===== src/logic/aifs_pkg.sv =====
// shared constants for the analog input fault and status block
`default_nettype none

package aifs_pkg;

   // channel and word geometry
   localparam int NUM_CH = 8;
   localparam int WORD_W = 16;
   localparam int STAT_W = 8;
   localparam int ALARM_W = 5;
   localparam int KIND_W = 2;

   // module_fault_summary bit positions (11..14 carry nothing)
   localparam int SUM_GROUP_BIT = 15;
   localparam int SUM_CAL_BUSY_BIT = 10;
   localparam int SUM_CAL_ERR_BIT = 9;

   // channel_status_flags bit positions
   localparam int STAT_CAL_ERR_BIT = 7;
   localparam int STAT_BELOW_BIT = 6;
   localparam int STAT_ABOVE_BIT = 5;
   localparam int STAT_ALARM_LSB = 0;
   // alarm input order inside the five alarm bits, lsb first
   localparam int ALM_HIGH_HIGH = 0;
   localparam int ALM_LOW_LOW = 1;
   localparam int ALM_HIGH = 2;
   localparam int ALM_LOW = 3;
   localparam int ALM_SLOPE = 4;

   // wiring mode codes; the spare code behaves as single-ended
   localparam logic [1:0] WIRE_SINGLE = 2'h0;
   localparam logic [1:0] WIRE_DIFF = 2'h1;
   localparam logic [1:0] WIRE_HSDIFF = 2'h2;

   // active-channel masks, also the fault word shown while calibrating
   localparam logic [WORD_W-1:0] MASK_SINGLE = 16'h00FF;
   localparam logic [WORD_W-1:0] MASK_DIFF = 16'h000F;
   localparam logic [WORD_W-1:0] MASK_HSDIFF = 16'h0003;
   localparam logic [WORD_W-1:0] FAULT_ALL = 16'hFFFF;

   // active channel counts per wiring mode
   localparam logic [3:0] COUNT_SINGLE = 4'h8;
   localparam logic [3:0] COUNT_DIFF = 4'h4;
   localparam logic [3:0] COUNT_HSDIFF = 4'h2;

   // communication method: all channel status words, or active ones only
   localparam logic COMM_ALL_CHANNELS = 1'b1;

   // tag carried with each transmitted word
   localparam logic [KIND_W-1:0] KIND_SUMMARY = 2'h0;
   localparam logic [KIND_W-1:0] KIND_FAULTS = 2'h1;
   localparam logic [KIND_W-1:0] KIND_DATA = 2'h2;
   localparam logic [KIND_W-1:0] KIND_STATUS = 2'h3;

   typedef enum logic [2:0] {SEQ_IDLE, SEQ_SUMMARY, SEQ_FAULTS, SEQ_DATA, SEQ_STATUS} aifs_seq_type;

endpackage

`default_nettype wire


===== src/logic/aifs_channel_status.sv =====
// per-channel status word: range detection and flag assembly
`timescale 1ns/10ps
`default_nettype none

module aifs_channel_status #(
   parameter int DATA_W = 16,
   parameter logic [DATA_W-1:0] DATA_MIN = 16'h0000,
   parameter logic [DATA_W-1:0] DATA_MAX = 16'hFFFF
) (
   // clock and reset
   input wire logic ref_clk,
   input wire logic reset_n,
   // channel conditions
   input wire logic [DATA_W-1:0] sample,
   input wire logic calError,
   input wire logic [aifs_pkg::ALARM_W-1:0] alarms,
   // assembled status
   output logic [aifs_pkg::STAT_W-1:0] statusWord,
   output logic rangeFault
);

   logic belowNow;
   logic aboveNow;
   logic [aifs_pkg::STAT_W-1:0] status_nxt;
   logic [aifs_pkg::STAT_W-1:0] status_r;

   ////////////////////////////////////////////////////////////////////////////////
   // range detection: equality counts as out of range
   assign belowNow = (sample <= DATA_MIN);
   assign aboveNow = (sample >= DATA_MAX);

   always_comb
   begin
      status_nxt = '0;
      status_nxt[aifs_pkg::STAT_CAL_ERR_BIT] = calError;
      status_nxt[aifs_pkg::STAT_BELOW_BIT] = belowNow;
      status_nxt[aifs_pkg::STAT_ABOVE_BIT] = aboveNow;
      status_nxt[aifs_pkg::STAT_ALARM_LSB +: aifs_pkg::ALARM_W] = alarms;
   end

   ////////////////////////////////////////////////////////////////////////////////
   always_ff @(posedge ref_clk or negedge reset_n)
   begin
      if (!reset_n)
         status_r <= '0;
      else
         status_r <= status_nxt;
   end

   assign statusWord = status_r;
   // only the two range flags reach the fault word; alarms stay local
   assign rangeFault = status_r[aifs_pkg::STAT_BELOW_BIT] | status_r[aifs_pkg::STAT_ABOVE_BIT];

endmodule

`default_nettype wire


===== src/logic/aifs_fault_status.sv =====
// fault and status aggregation and multicast word sequencer
//
// Notes on behaviour
// - fault and status words go with every data set
// - summary bit 15 set when fault word nonzero
// - summary bit 10 set while any channel calibrates
// - summary bit 9 set on any calibration error
// - summary bits 11 to 14 read zero
// - one fault bit per active channel, from bit 0
// - range condition sets that channel's fault bit
// - calibrating forces mask pattern by wiring mode
// - lost owner link shows all-ones fault word
// - status bits 7,6,5: cal error, below, above
// - status bits 4..0: slope, low, high, lowlow, highhigh
// - alarm bits never reach fault or summary
// - status word count follows communication method
// - any status bit 7 sets summary bit 9
// - range flags at or beyond detectable limits
`timescale 1ns/10ps
`default_nettype none

module aifs_fault_status #(
   parameter int NUM_CH = aifs_pkg::NUM_CH,
   parameter int DATA_W = 16,
   parameter logic [DATA_W-1:0] DATA_MIN = 16'h0000,
   parameter logic [DATA_W-1:0] DATA_MAX = 16'hFFFF
) (
   // clock and reset
   input wire logic ref_clk,
   input wire logic reset_n,
   // configuration and link state
   input wire logic [1:0] wiringMode,
   input wire logic commMethod,
   input wire logic ownerCommLost,
   // per-channel conditions
   input wire logic [NUM_CH-1:0] chanCalibrating,
   input wire logic [NUM_CH-1:0] chanCalError,
   input wire logic [NUM_CH*aifs_pkg::ALARM_W-1:0] chanAlarms,
   input wire logic [NUM_CH*DATA_W-1:0] chanSample,
   // a new set of channel data is ready to multicast
   input wire logic dataSetReady,
   // live status words
   output logic [aifs_pkg::WORD_W-1:0] moduleFaultSummary,
   output logic [aifs_pkg::WORD_W-1:0] channelFaultBits,
   output logic [NUM_CH*aifs_pkg::STAT_W-1:0] channelStatusFlags,
   // multicast word stream
   output logic txValid,
   output logic txFirst,
   output logic txLast,
   output logic [aifs_pkg::KIND_W-1:0] txKind,
   output logic [3:0] txChannel,
   output logic [aifs_pkg::WORD_W-1:0] txWord,
   output logic txBusy,
   output logic txOverrun
);

   localparam int STAT_W = aifs_pkg::STAT_W;
   localparam int WORD_W = aifs_pkg::WORD_W;
   localparam int ALARM_W = aifs_pkg::ALARM_W;

   logic [NUM_CH*STAT_W-1:0] statusLive;
   logic [NUM_CH-1:0] rangeLive;
   logic [NUM_CH-1:0] calErrLive;
   logic [WORD_W-1:0] rangeWord;
   logic [WORD_W-1:0] activeMask;
   logic [3:0] activeCount;
   logic [3:0] deliverCount;
   logic anyCalibrating;
   logic anyCalError;
   logic [WORD_W-1:0] fault_nxt;
   logic [WORD_W-1:0] summary_nxt;
   logic [WORD_W-1:0] fault_r;
   logic [WORD_W-1:0] summary_r;
   logic [NUM_CH*STAT_W-1:0] statusOut_r;

   ////////////////////////////////////////////////////////////////////////////////
   // per-channel status words
   genvar gi;
   generate
      for (gi = 0; gi < NUM_CH; gi = gi + 1)
      begin : gen_ch
         aifs_channel_status #(
            .DATA_W(DATA_W),
            .DATA_MIN(DATA_MIN),
            .DATA_MAX(DATA_MAX)
         ) u_status (
            .ref_clk(ref_clk),
            .reset_n(reset_n),
            .sample(chanSample[gi*DATA_W +: DATA_W]),
            .calError(chanCalError[gi]),
            .alarms(chanAlarms[gi*ALARM_W +: ALARM_W]),
            .statusWord(statusLive[gi*STAT_W +: STAT_W]),
            .rangeFault(rangeLive[gi])
         );
         assign calErrLive[gi] = statusLive[gi*STAT_W + aifs_pkg::STAT_CAL_ERR_BIT];
      end
   endgenerate

   ////////////////////////////////////////////////////////////////////////////////
   // wiring mode decode: mask and count of active channels
   assign activeMask = (wiringMode == aifs_pkg::WIRE_DIFF) ? aifs_pkg::MASK_DIFF :
                       (wiringMode == aifs_pkg::WIRE_HSDIFF) ? aifs_pkg::MASK_HSDIFF :
                       aifs_pkg::MASK_SINGLE;
   assign activeCount = (wiringMode == aifs_pkg::WIRE_DIFF) ? aifs_pkg::COUNT_DIFF :
                        (wiringMode == aifs_pkg::WIRE_HSDIFF) ? aifs_pkg::COUNT_HSDIFF :
                        aifs_pkg::COUNT_SINGLE;
   // status word count depends on how the data is delivered
   assign deliverCount = (commMethod == aifs_pkg::COMM_ALL_CHANNELS) ? 4'(NUM_CH) : activeCount;

   assign rangeWord = WORD_W'(rangeLive);
   assign anyCalibrating = |chanCalibrating;
   assign anyCalError = |calErrLive;

   // link loss outranks calibration, which outranks range faults
   assign fault_nxt = ownerCommLost ? aifs_pkg::FAULT_ALL :
                      anyCalibrating ? activeMask :
                      (rangeWord & activeMask);

   always_comb
   begin
      summary_nxt = '0;
      summary_nxt[aifs_pkg::SUM_GROUP_BIT] = |fault_nxt;
      summary_nxt[aifs_pkg::SUM_CAL_BUSY_BIT] = anyCalibrating;
      summary_nxt[aifs_pkg::SUM_CAL_ERR_BIT] = anyCalError;
   end

   always_ff @(posedge ref_clk or negedge reset_n)
   begin
      if (!reset_n)
      begin
         fault_r <= '0;
         summary_r <= '0;
         statusOut_r <= '0;
      end
      else
      begin
         fault_r <= fault_nxt;
         summary_r <= summary_nxt;
         statusOut_r <= statusLive;
      end
   end

   assign moduleFaultSummary = summary_r;
   assign channelFaultBits = fault_r;
   assign channelStatusFlags = statusOut_r;

   ////////////////////////////////////////////////////////////////////////////////
   // frame snapshot: data and status frozen when the data set is taken,
   // but status, fault and summary words come from flops two cycles behind the data words
   aifs_pkg::aifs_seq_type seq_r;
   aifs_pkg::aifs_seq_type seq_nxt;
   logic [DATA_W-1:0] dataSnap [NUM_CH];
   logic [STAT_W-1:0] statSnap [NUM_CH];
   logic [WORD_W-1:0] summarySnap_r;
   logic [WORD_W-1:0] faultSnap_r;
   logic [3:0] countSnap_r;
   logic [3:0] chan_r;
   logic [3:0] chan_nxt;
   logic takeFrame;
   logic lastChan;
   logic [WORD_W-1:0] word_nxt;
   logic [aifs_pkg::KIND_W-1:0] kind_nxt;
   logic valid_nxt;
   logic first_nxt;
   logic last_nxt;
   logic txValid_r;
   logic txFirst_r;
   logic txLast_r;
   logic [aifs_pkg::KIND_W-1:0] txKind_r;
   logic [3:0] txChannel_r;
   logic [WORD_W-1:0] txWord_r;
   logic txBusy_r;
   logic txOverrun_r;

   assign takeFrame = dataSetReady && (seq_r == aifs_pkg::SEQ_IDLE);
   assign lastChan = (chan_r == countSnap_r - 4'h1);

   always_ff @(posedge ref_clk)
   begin
      if (takeFrame)
      begin
         for (int i = 0; i < NUM_CH; i++)
         begin
            dataSnap[i] <= chanSample[i*DATA_W +: DATA_W];
            statSnap[i] <= statusOut_r[i*STAT_W +: STAT_W];
         end
      end
   end

   always_comb
   begin
      seq_nxt = seq_r;
      chan_nxt = chan_r;
      valid_nxt = 1'b0;
      first_nxt = 1'b0;
      last_nxt = 1'b0;
      kind_nxt = aifs_pkg::KIND_SUMMARY;
      word_nxt = '0;
      case (seq_r)
         aifs_pkg::SEQ_IDLE:
         begin
            if (dataSetReady)
               seq_nxt = aifs_pkg::SEQ_SUMMARY;
            chan_nxt = '0;
         end
         aifs_pkg::SEQ_SUMMARY:
         begin
            valid_nxt = 1'b1;
            first_nxt = 1'b1;
            kind_nxt = aifs_pkg::KIND_SUMMARY;
            word_nxt = summarySnap_r;
            seq_nxt = aifs_pkg::SEQ_FAULTS;
         end
         aifs_pkg::SEQ_FAULTS:
         begin
            valid_nxt = 1'b1;
            kind_nxt = aifs_pkg::KIND_FAULTS;
            word_nxt = faultSnap_r;
            seq_nxt = aifs_pkg::SEQ_DATA;
         end
         aifs_pkg::SEQ_DATA:
         begin
            valid_nxt = 1'b1;
            kind_nxt = aifs_pkg::KIND_DATA;
            word_nxt = WORD_W'(dataSnap[chan_r[2:0]]);
            seq_nxt = aifs_pkg::SEQ_STATUS;
         end
         aifs_pkg::SEQ_STATUS:
         begin
            valid_nxt = 1'b1;
            kind_nxt = aifs_pkg::KIND_STATUS;
            word_nxt = WORD_W'(statSnap[chan_r[2:0]]);
            if (lastChan)
            begin
               last_nxt = 1'b1;
               seq_nxt = aifs_pkg::SEQ_IDLE;
            end
            else
            begin
               chan_nxt = chan_r + 4'h1;
               seq_nxt = aifs_pkg::SEQ_DATA;
            end
         end
         default:
         begin
            seq_nxt = aifs_pkg::SEQ_IDLE;
         end
      endcase
   end

   ////////////////////////////////////////////////////////////////////////////////
   always_ff @(posedge ref_clk or negedge reset_n)
   begin
      if (!reset_n)
      begin
         seq_r <= aifs_pkg::SEQ_IDLE;
         chan_r <= '0;
         summarySnap_r <= '0;
         faultSnap_r <= '0;
         countSnap_r <= aifs_pkg::COUNT_SINGLE;
      end
      else
      begin
         seq_r <= seq_nxt;
         chan_r <= chan_nxt;
         if (takeFrame)
         begin
            summarySnap_r <= summary_r;
            faultSnap_r <= fault_r;
            countSnap_r <= deliverCount;
         end
      end
   end

   // output stage: every stream output straight from a flop
   always_ff @(posedge ref_clk or negedge reset_n)
   begin
      if (!reset_n)
      begin
         txValid_r <= 1'b0;
         txFirst_r <= 1'b0;
         txLast_r <= 1'b0;
         txKind_r <= aifs_pkg::KIND_SUMMARY;
         txChannel_r <= '0;
         txWord_r <= '0;
         txBusy_r <= 1'b0;
         txOverrun_r <= 1'b0;
      end
      else
      begin
         txValid_r <= valid_nxt;
         txFirst_r <= first_nxt;
         txLast_r <= last_nxt;
         txKind_r <= kind_nxt;
         txChannel_r <= chan_r;
         txWord_r <= word_nxt;
         txBusy_r <= (seq_nxt != aifs_pkg::SEQ_IDLE);
         // a data set offered mid-frame is dropped; flag it one cycle later, for every cycle the request stays up
         txOverrun_r <= dataSetReady && (seq_r != aifs_pkg::SEQ_IDLE);
      end
   end

   assign txValid = txValid_r;
   assign txFirst = txFirst_r;
   assign txLast = txLast_r;
   assign txKind = txKind_r;
   assign txChannel = txChannel_r;
   assign txWord = txWord_r;
   assign txBusy = txBusy_r;
   assign txOverrun = txOverrun_r;

endmodule

`default_nettype wire


===== config.mk =====
export PLATFORM = sky130hd
export DESIGN_NAME = aifs_fault_status
export DESIGN_NICKNAME = d
export VERILOG_FILES = /design/src/logic/aifs_pkg.sv /design/src/logic/aifs_channel_status.sv /design/src/logic/aifs_fault_status.sv
export SDC_FILE = /design/constraint.sdc
export NUM_CORES = 1
export LEC_CHECK = 0
export BUFFER_PORTS_ARGS = -buffer_cell sky130_fd_sc_hd__buf_2
export CAP_MARGIN = 25
export CORE_ASPECT_RATIO = 1.75
export CORE_MARGIN = 3
export CORE_UTILIZATION = 41
export DETAILED_ROUTE_END_ITERATION = 8
export SLEW_MARGIN = 40
export SYNTH_ARGS = -nofsm -noshare
export SYNTH_HDL_FRONTEND = slang
export SYNTH_SLANG_ARGS = --single-unit

===== constraint.sdc =====
create_clock -name ref_clk -period 8.6 [get_ports ref_clk]
set_input_delay 0.43 -clock ref_clk [delete_from_list [all_inputs] [get_ports ref_clk]]
set_output_delay 0.43 -clock ref_clk [all_outputs]
set_load 0.1 [all_outputs]

; Yosys cells after proc, flatten, opt, wreduce, memory -nomap -nowiden
; Memories as Yosys holds them, arrays and structs flattened.
; Index checks and enable logic that the tools add are counted.
[op_classes]
addsub = 2
magnitude_cmp = 16
eq_ne = 8
n_mux = 20
n_bitwise = 9
n_reduce_logical = 11
[ops]
columns = op, n
row1 = >= comparator 16 bit (second input constant), 8
row2 = <= comparator 16 x 1 -> 1 bit (second input constant), 8
row3 = case mux 16 bit (4 select lines), 1
row4 = two-way mux 8 bit, 3
row5 = two-way mux 16 bit, 1
row6 = two-way mux 4 bit, 4
row7 = OR reduction 16 bit, 1
row8 = OR reduction 8 bit, 2
row9 = case mux 3 bit (5 select lines), 1
row10 = bitwise AND 8 bit, 1
row11 = bitwise OR 1 bit, 8
row12 = case mux 4 bit (2 select lines), 1
row13 = == test 3 x 2 -> 1 bit (second input constant), 2
row14 = two-way mux 1 bit, 6
row15 = case mux 2 bit (3 select lines), 1
row16 = nonzero test 3 bit, 2
row17 = adder 4 x 1 -> 4 bit (second input constant), 1
row18 = == test 4 bit, 1
row19 = OR reduction 4 bit, 1
row20 = subtractor 4 x 1 -> 4 bit (second input constant), 1
row21 = == test 3 x 1 -> 1 bit (second input constant), 1
row22 = == test 3 bit (second input constant), 1
row23 = logical NOT 3 bit, 1
row24 = two-way mux 3 bit, 1
row25 = 7 further kinds, 8
[word_totals]
regBits = 204
mem_bits_rw = 192
in_bits = 191
elab_cells = 92
mem_count = 2
[mem_list]
columns = name, words, word_bits, read_ports, rd_clocked_by_memory_dff, wr, line
row1 = dataSnap, 8, 16, 1, 0, 8, aifs_fault_status.sv:152  ; logic [DATA_W-1:0] dataSnap [NUM_CH];
row2 = statSnap, 8, 8, 1, 0, 8, aifs_fault_status.sv:153  ; logic [STAT_W-1:0] statSnap [NUM_CH];

; Logic depth before layout (Yosys ltp)
; Gate-level depths: netlist of run 1.
[depth]
ltp_word = 7
ltp_mapped = 6
depth_no_buf = 6

; Modules after synthesis
; From an unflattened synthesis of run 1, not the netlist that was laid out.
[unflattened]
hier_cells = 729
area_unflattened_um2 = 13588.0
[modules_own_cells]
columns = module, instances, cells_each, area_per_inst_um2
row1 = aifs_fault_status, 1, 577, 11415.9
row2 = aifs_channel_status, 8, 19, 271.5

; Worst setup path before layout of run 1
; OpenSTA, ideal clock, no wires.
[synth_timing]
path_type = register -> register
from = register seq_r[0]
to = register countSnap_r[1]
setup_time_ns = 0.337
t_arrival_ns = 4.873
path_slack_ns = 3.390
path_stages_with_launch = 6
period_less_slack_ns = 5.210
cell_sequence = dfrtp_1 clkbuf_1 nor3_1 nand2_1 inv_1 o21ai_0
[synth_between]
elab_chain_len = 2
[synth_lines]
columns = element, line
row1 = start: declaration, aifs_fault_status.sv:150  ; aifs_pkg::aifs_seq_type seq_r;
row2 = start signal: assignment, aifs_fault_status.sv:256  ; seq_r <= aifs_pkg::SEQ_IDLE;
row3 = start signal: assignment, aifs_fault_status.sv:264  ; seq_r <= seq_nxt;
row4 = logical NOT 3 bit, aifs_fault_status.sv:175  ; assign takeFrame = dataSetReady && (seq_r == aifs_pkg::SEQ_IDLE);
row5 = logical AND 1 bit, aifs_fault_status.sv:175
row6 = named net takeFrame, aifs_fault_status.sv:159  ; logic takeFrame;
row7 = end signal: assignment, aifs_fault_status.sv:260  ; countSnap_r <= aifs_pkg::COUNT_SINGLE;
row8 = end signal: assignment, aifs_fault_status.sv:270  ; countSnap_r <= deliverCount;
row9 = end: declaration, aifs_fault_status.sv:156  ; logic [3:0] countSnap_r;
; The timed path passes the listed nets, and every way through them passes these cells.
; A chain may end at the register's enable or synchronous reset.

==> results of run 1 <==
critical path: cells and delay by family, from the launching register on:
family	cells	cell delay (ns)
buffers and inverters	2	1.48
DFF	1	0.53
and+or+nand+nor	2	0.88
cell usage in the layout, fill, tap and decap left out, drive strengths merged, types with 9 or more instances in the layout:
master,count
edfxtp,192
o211ai,9
nor4,45
mux4,48
conb,13
buf,309
mux2,12
nand4,32
o21ai,24
clkinv,18
dlygate4sd3,47
nand2,14
dfrtp,188
inv,11
clkbuf,38
mux2i,17
a21oi,11
per-stage QoR:
stage           util  power, W  cells  hold WS (ns)  cell area [um2]
4_1_cts        0.526   0.00536   1519       0.00366            17100
3_5_place_dp   0.477   0.00378   1410         0.335            15500
5_1_grt        0.528   0.00552   1521       0.00812            17200
6_report       0.528   0.00531   1521        0.0160            17200
3_3_place_gp   0.477   0.00375   1410         0.332            15500
2_1_floorplan      -   0.00343    749         0.134            13700
layout make-up:
class / count / share of cell area
flip-flops and latches: 381 / 0.611
multi-input cells: 312 / 0.169
repair buffers: 356 / 0.121
clock buffers: 38 / 0.0522
well taps: 400 / 0.0291
clock inverters: 25 / 0.0149
inverters: 9 / 0.00240
per-layer routing:
metal	GRT usage	part of all wire	vias up
met4	0.0901	0.047	0
met1	0.219	0.35	4003
met3	0.0334	0.052	74
met5	0	0	-
li1	-	-	3597
met2	0.360	0.56	276
sequential cells by signal (all words and copies together) (netlist names), 2 cells and up:
signal	cells
chan_r	4
channelFaultBits	9
channelStatusFlags	64
countSnap_r	3
dataSnap	128
faultSnap_r	9
gen_ch.u_status.statusWord	64
moduleFaultSummary	3
seq_r	3
statSnap	64
summarySnap_r	3
txChannel	4
txKind	2
txWord	16
cells by family after synthesis:
kind of cell,Yosys count
buf+inv,56
other cells,1
mux,77
fa+ha+maj,4
compound gates,78
xor+xnor,5
simple gates,135
flops,381
worst min-delay path by stage:
| stage | from | endpoint | slack (ns) | depth (start not counted) |
|---|---|---|---|---|
| 2_1_floorplan | reset_n | chan_r[0] | 0.13 | 0 |
| 3_3_place_gp | gen_ch[7].u_status.statusWord[2] | channelStatusFlags[58] | 0.33 | 0 |
| 3_5_place_dp | gen_ch[2].u_status.statusWord[4] | channelStatusFlags[20] | 0.33 | 0 |
| 4_1_cts | chanAlarms[21] | gen_ch[4].u_status.statusWord[1] | 0.004 | 1 |
| 5_1_grt | chanAlarms[21] | gen_ch[4].u_status.statusWord[1] | 0.008 | 1 |
| 6_report | chanAlarms[21] | gen_ch[4].u_status.statusWord[1] | 0.02 | 1 |
power by group:
| part | switching [W] | leakage [nW] | internal [W] |
|---|---|---|---|
| clock | 0.000677 | 0.572 | 0.000885 |
| combinational | 0.000968 | 2.23 | 0.000387 |
| sequential | 0.000127 | 4.06 | 0.00226 |
what timing repair did:
item / 4_1_cts / 5_1_grt
hold endpoints to repair: 46 / 30
gates resized for setup: 0 / 0
hold buffers: 46 / 1
==> out/qor.txt, run 1 <==
Status: finished, final reports clean
Primary FF master, synth: edfxtp_1
Worst-Margin Slew: 0.880 ns
TritonCTS buffer count: 35
Filler cell count: 2631
Port Buf Inserts: 300
Routability cong.: 0.832
Drt pass-1 iters: 4
CP peak stage delay: 0.75 ns
Die footprint: 0.0356 mm2
Share of post-route cells with drive strength above 1: 0.392
Avg Vias per Cell: 5.23
Main combinational cell family by area after synthesis: multiplexers
Pleak: 6.86 nW
Largest net degree at the start of global routing: 110
Most frequent cells after synthesis: edfxtp_1 (192), dfrtp_1 (188), mux4_2 (48)
Root Buffer: clkbuf_16
Worst reg2reg path startpoint: seq_r[2]
CP Launch Type: flop
Crit path from: seq_r[2]
Reg2Reg Setup Slack: 5.25 ns
Worst VDD drop: 0.332 mV
Post-synthesis compound-gate area fraction: 0.0377
Reg2reg end: dataSnap[5][14]
Footprint of the multi-input gates: 0.00290 mm2
Vias in the first global route: 8124
Number of library cell types mapped by synthesis: 48
Clock latency at the later pin of the worst-skew pair: 0.54 ns
F_max: 299 MHz
Mux cell area share after synthesis: 0.102
Vias: 7950
Hold Fails Final Rpt: 0
Yosys reg bits: 381
Initial DRC count: 545
Critical Path Sink Type: flop
Die Wd: 144 um
# H-tree levels: 2
Largest area contributor in the netlist: edfxtp_1
Detailed Route WL: 35.3 mm
FF/Latch Area: 0.0105 mm2
Placeable core area: 0.0325 mm2
Synth async-reset ratio: 0.496
First-pass GRT wire length: 50.4 mm
Cell with the most instances after synthesis: edfxtp_1
DP HPWL: 26.2 mm
Final Skew: 0.0281 ns
Crit-path cells: nor3_1 > nand2_1 > inv_6 > buf_4
CTS Buffer Depth: 3
Initial antenna violation count: 0
Syn Area/Cell: 18.5 um2
Post-CTS setup buffer count: 0
Endpoints failing setup: 0
Area of the mapped netlist: 0.0137 mm2
Synth Area in Simple Gates: 0.0614
EDFF count, synth: 192
Setup crit end: dataSnap[5][14]
Post-synthesis adder-cell area fraction: 0.00366
Min setup slack post-route: 5.25 ns
Setup tns final: 0 ns
Number of remaining DRC errors: 0
Clock Sinks: 381
Area contributors post-synth: edfxtp_1 (42%), dfrtp_1 (34%), mux4_2 (7.9%), nor4_1 (2.0%), nand4_1 (1.5%)
Slowest-stage cell, CP: inv_6
Dpl ws: 5.23 ns
Mapped Cells: 737
Layout area overhead: 25.8%
R2R depth: 4
Slew Limit Fails: 0
Max-cap violations: 0
Top cell type's share of synthesized area: 0.422
DR WL/cell: 23.2 um
Worst-path fanout max: 80
Detail Route Antenna Nets: 0
Sequential element share of the synthesized area: 0.769
Total gr overflow: 0
Worst EP arrival: 3.49 ns
Min-delay worst type: in2reg
RSZ-0062 raised after global routing: false
WS Path Type: reg2reg
CTS tree: built
Layout Nets: 1290
Warnings from Yosys: 0
CP Data Required Time: 8.74 ns
Tmin final: 3.35 ns
Placement Rows: 87
Max_slew headroom: 0.412
Die height: 247 um
PD cells: 309 mW/mm2
GR Util All Layers: 0.196
N_diodes: 0
Xor/xnor share of the synthesized area: 0.00431
Fin crit share: 0.389
# IOs: 314
CTS clock-pin slew for the worst setup and hold paths: 0.07 ns
Initial core utilization: 0.420
No activity file was read; power rests on OpenSTA's default activity.
==> inputs of run 2 (changes only) <==
Settings changed: ABC_AREA from default to 1, PLACE_DENSITY from default to 0.66.
Clock period 8.6 ns to 2.75 ns, I/O delays scaled along.
==> out/qor.txt, run 2 <==
Status: finished, final reports clean
Number of remaining DRC errors: 0
Slew Limit Fails: 0
TritonCTS buffer count: 36
Routability cong.: 0.893
Detailed Route WL: 43.5 mm
Initial DRC count: 667
F_max: 393 MHz
Worst EP arrival: 2.97 ns
Tmin final: 2.54 ns
Primary FF master, synth: edfxtp_1
Initial core utilization: 0.417
Sequential element share of the synthesized area: 0.746
Largest net degree at the start of global routing: 103
Synth async-reset ratio: 0.496
Largest area contributor in the netlist: edfxtp_1
CP Launch Type: primary input
Vias: 10620
Die height: 251 um
CTS tree: built
Die Wd: 146 um
Min-delay worst type: in2reg
CTS clock-pin slew for the worst setup and hold paths: 0.06 ns
Layout area overhead: 36.2%
RSZ-0062 raised after global routing: false
Dpl ws: 0.828 ns
DP HPWL: 29.6 mm
Endpoints failing setup: 0
Pleak: 8.36 nW
WS Path Type: in2reg
Most flops, register: dataSnap
Largest register FFs: 128
Warnings from Yosys: 0
Tot Pwr: 0.0175 W
Post-CTS setup buffer count: 0
First-pass GRT wire length: 65.0 mm
Cell with the most instances after synthesis: nand2_1
Clock Sinks: 381
GR Util All Layers: 0.234
Mapped Cells: 1141
Filler cell count: 2704
Vias in the first global route: 11257
Share of post-route cells with drive strength above 1: 0.236
CP Data Required Time: 3.18 ns
Yosys reg bits: 381
Area of the mapped netlist: 0.0141 mm2
Detail Route Antenna Nets: 0
Critical Path Sink Type: flop
Total gr overflow: 0
Avg Vias per Cell: 5.01
EDFF count, synth: 192
Placeable core area: 0.0337 mm2
Hold-fix buffers, CTS: 188
Number of library cell types mapped by synthesis: 32
Syn Area/Cell: 12.3 um2
Die footprint: 0.0367 mm2
Setup tns final: 0 ns
# H-tree levels: 2
Layout Nets: 1829
Worst VDD drop: 0.730 mV
Area contributors post-synth: edfxtp_1 (41%), dfrtp_1 (33%), nand2_1 (6.8%), nand3_1 (3.6%), nor2_1 (3.4%)
Fin crit share: 0.924
Commonest non-fill, non-tap cell in the layout: buf_2
Final Skew: 0.0291 ns
Min setup slack post-route: 0.209 ns
Drt pass-1 iters: 9
Area after DPL: 0.0160 mm2
CTS Buffer Depth: 3
Post-Layout Inst Area: 0.0191 mm2
PD cells: 915 mW/mm2
Port Buf Inserts: 300
CTS resizes: 0
Most frequent cells after synthesis: nand2_1 (253), edfxtp_1 (192), dfrtp_1 (188)
Top cell type's share of synthesized area: 0.410
Hold Fails Final Rpt: 0
Max_slew headroom: 0.501
Worst-Margin Slew: 0.741 ns
Max-cap violations: 0
Placement Rows: 89
DR WL/cell: 20.5 um
Initial antenna violation count: 3
Clock latency at the later pin of the worst-skew pair: 0.54 ns
# IOs: 314
Root Buffer: clkbuf_16
Worst-path fanout max: 9
Most frequent cells in the layout: buf_2 (299), nand2_1 (253), edfxtp_1 (192), dlygate4sd3_1 (188), dfrtp_1 (187)
==> run 2: area by class of cell <==
type	instances	area (um2)	share of cell area
antenna	3	7.51	0.000392
timing repair buffer	505	3630	0.190
inverter	46	173	0.00902
clock buffer	51	1100	0.0576
tap	455	569	0.0297
clock inverter	15	136	0.00712
sequential	381	10500	0.548
multi-input combinational	664	3030	0.158
==> run 2: kinds of logic after synthesis <==
kind of cell,Yosys count,share of synthesized area
flops,381,0.746
buf+inv,108,0.0419
fa+ha+maj,4,0.00356
compound gates,71,0.0269
other cells,1,0.000267
xor+xnor,2,0.00125
simple gates,574,0.180
==> run 2: per-stage QoR <==
step / std cells / utilization / hold slack (ns)
2_1_floorplan: 1153 / - / -0.158
3_3_place_gp: 1863 / 0.475 / 0.180
3_5_place_dp: 1863 / 0.475 / 0.187
4_1_cts: 2117 / 0.567 / 0.0215
5_1_grt: 2120 / 0.568 / 0.0536
6_report: 2120 / 0.568 / 0.0470
==> run 2: final timing paths <==
path | startpoint | endpoint | slack [ns] | cells past startpoint
min | chanCalibrating[6] | channelFaultBits[1] | 0.05 | 5
max | chanCalibrating[2] | moduleFaultSummary[10] | 0.21 | 9
max in group asynchronous | reset_n | gen_ch[2].u_status.statusWord[7] | 1.81 | 3
min in group asynchronous | reset_n | txKind[1] | 0.18 | 2
max reg2reg | seq_r[1] | dataSnap[5][12] | 0.79 | 5
min reg2reg | gen_ch[7].u_status.statusWord[0] | channelStatusFlags[56] | 0.34 | 0
==> run 2: metal layers <==
| metal | GRT usage | vias to the layer above | routed length [um] |
|---|---|---|---|
| met5 | 0 | - | 0 |
| met2 | 0.434 | 468 | 23400 |
| met3 | 0.0492 | 152 | 2710 |
| met1 | 0.232 | 5110 | 14200 |
| met4 | 0.157 | 0 | 3200 |
| li1 | - | 4890 | - |
==> run 2: where the power goes <==
part	total (W)	switching, W	leakage [nW]	internal, W
logic	0.00487	0.00367	3.66	0.00120
clock network	0.00514	0.00213	0.614	0.00300
registers	0.00752	0.000365	4.09	0.00715
==> run 2: worst max-delay path: stages <==
cell           delay, ns
dlygate4sd3_1       0.54
buf_2               0.13
nor2_1              0.11
dlygate4sd3_1       0.56
nand2_1             0.08
dlygate4sd3_1       0.60
nor2_4              0.19
dlygate4sd3_1       0.59
inv_1               0.04
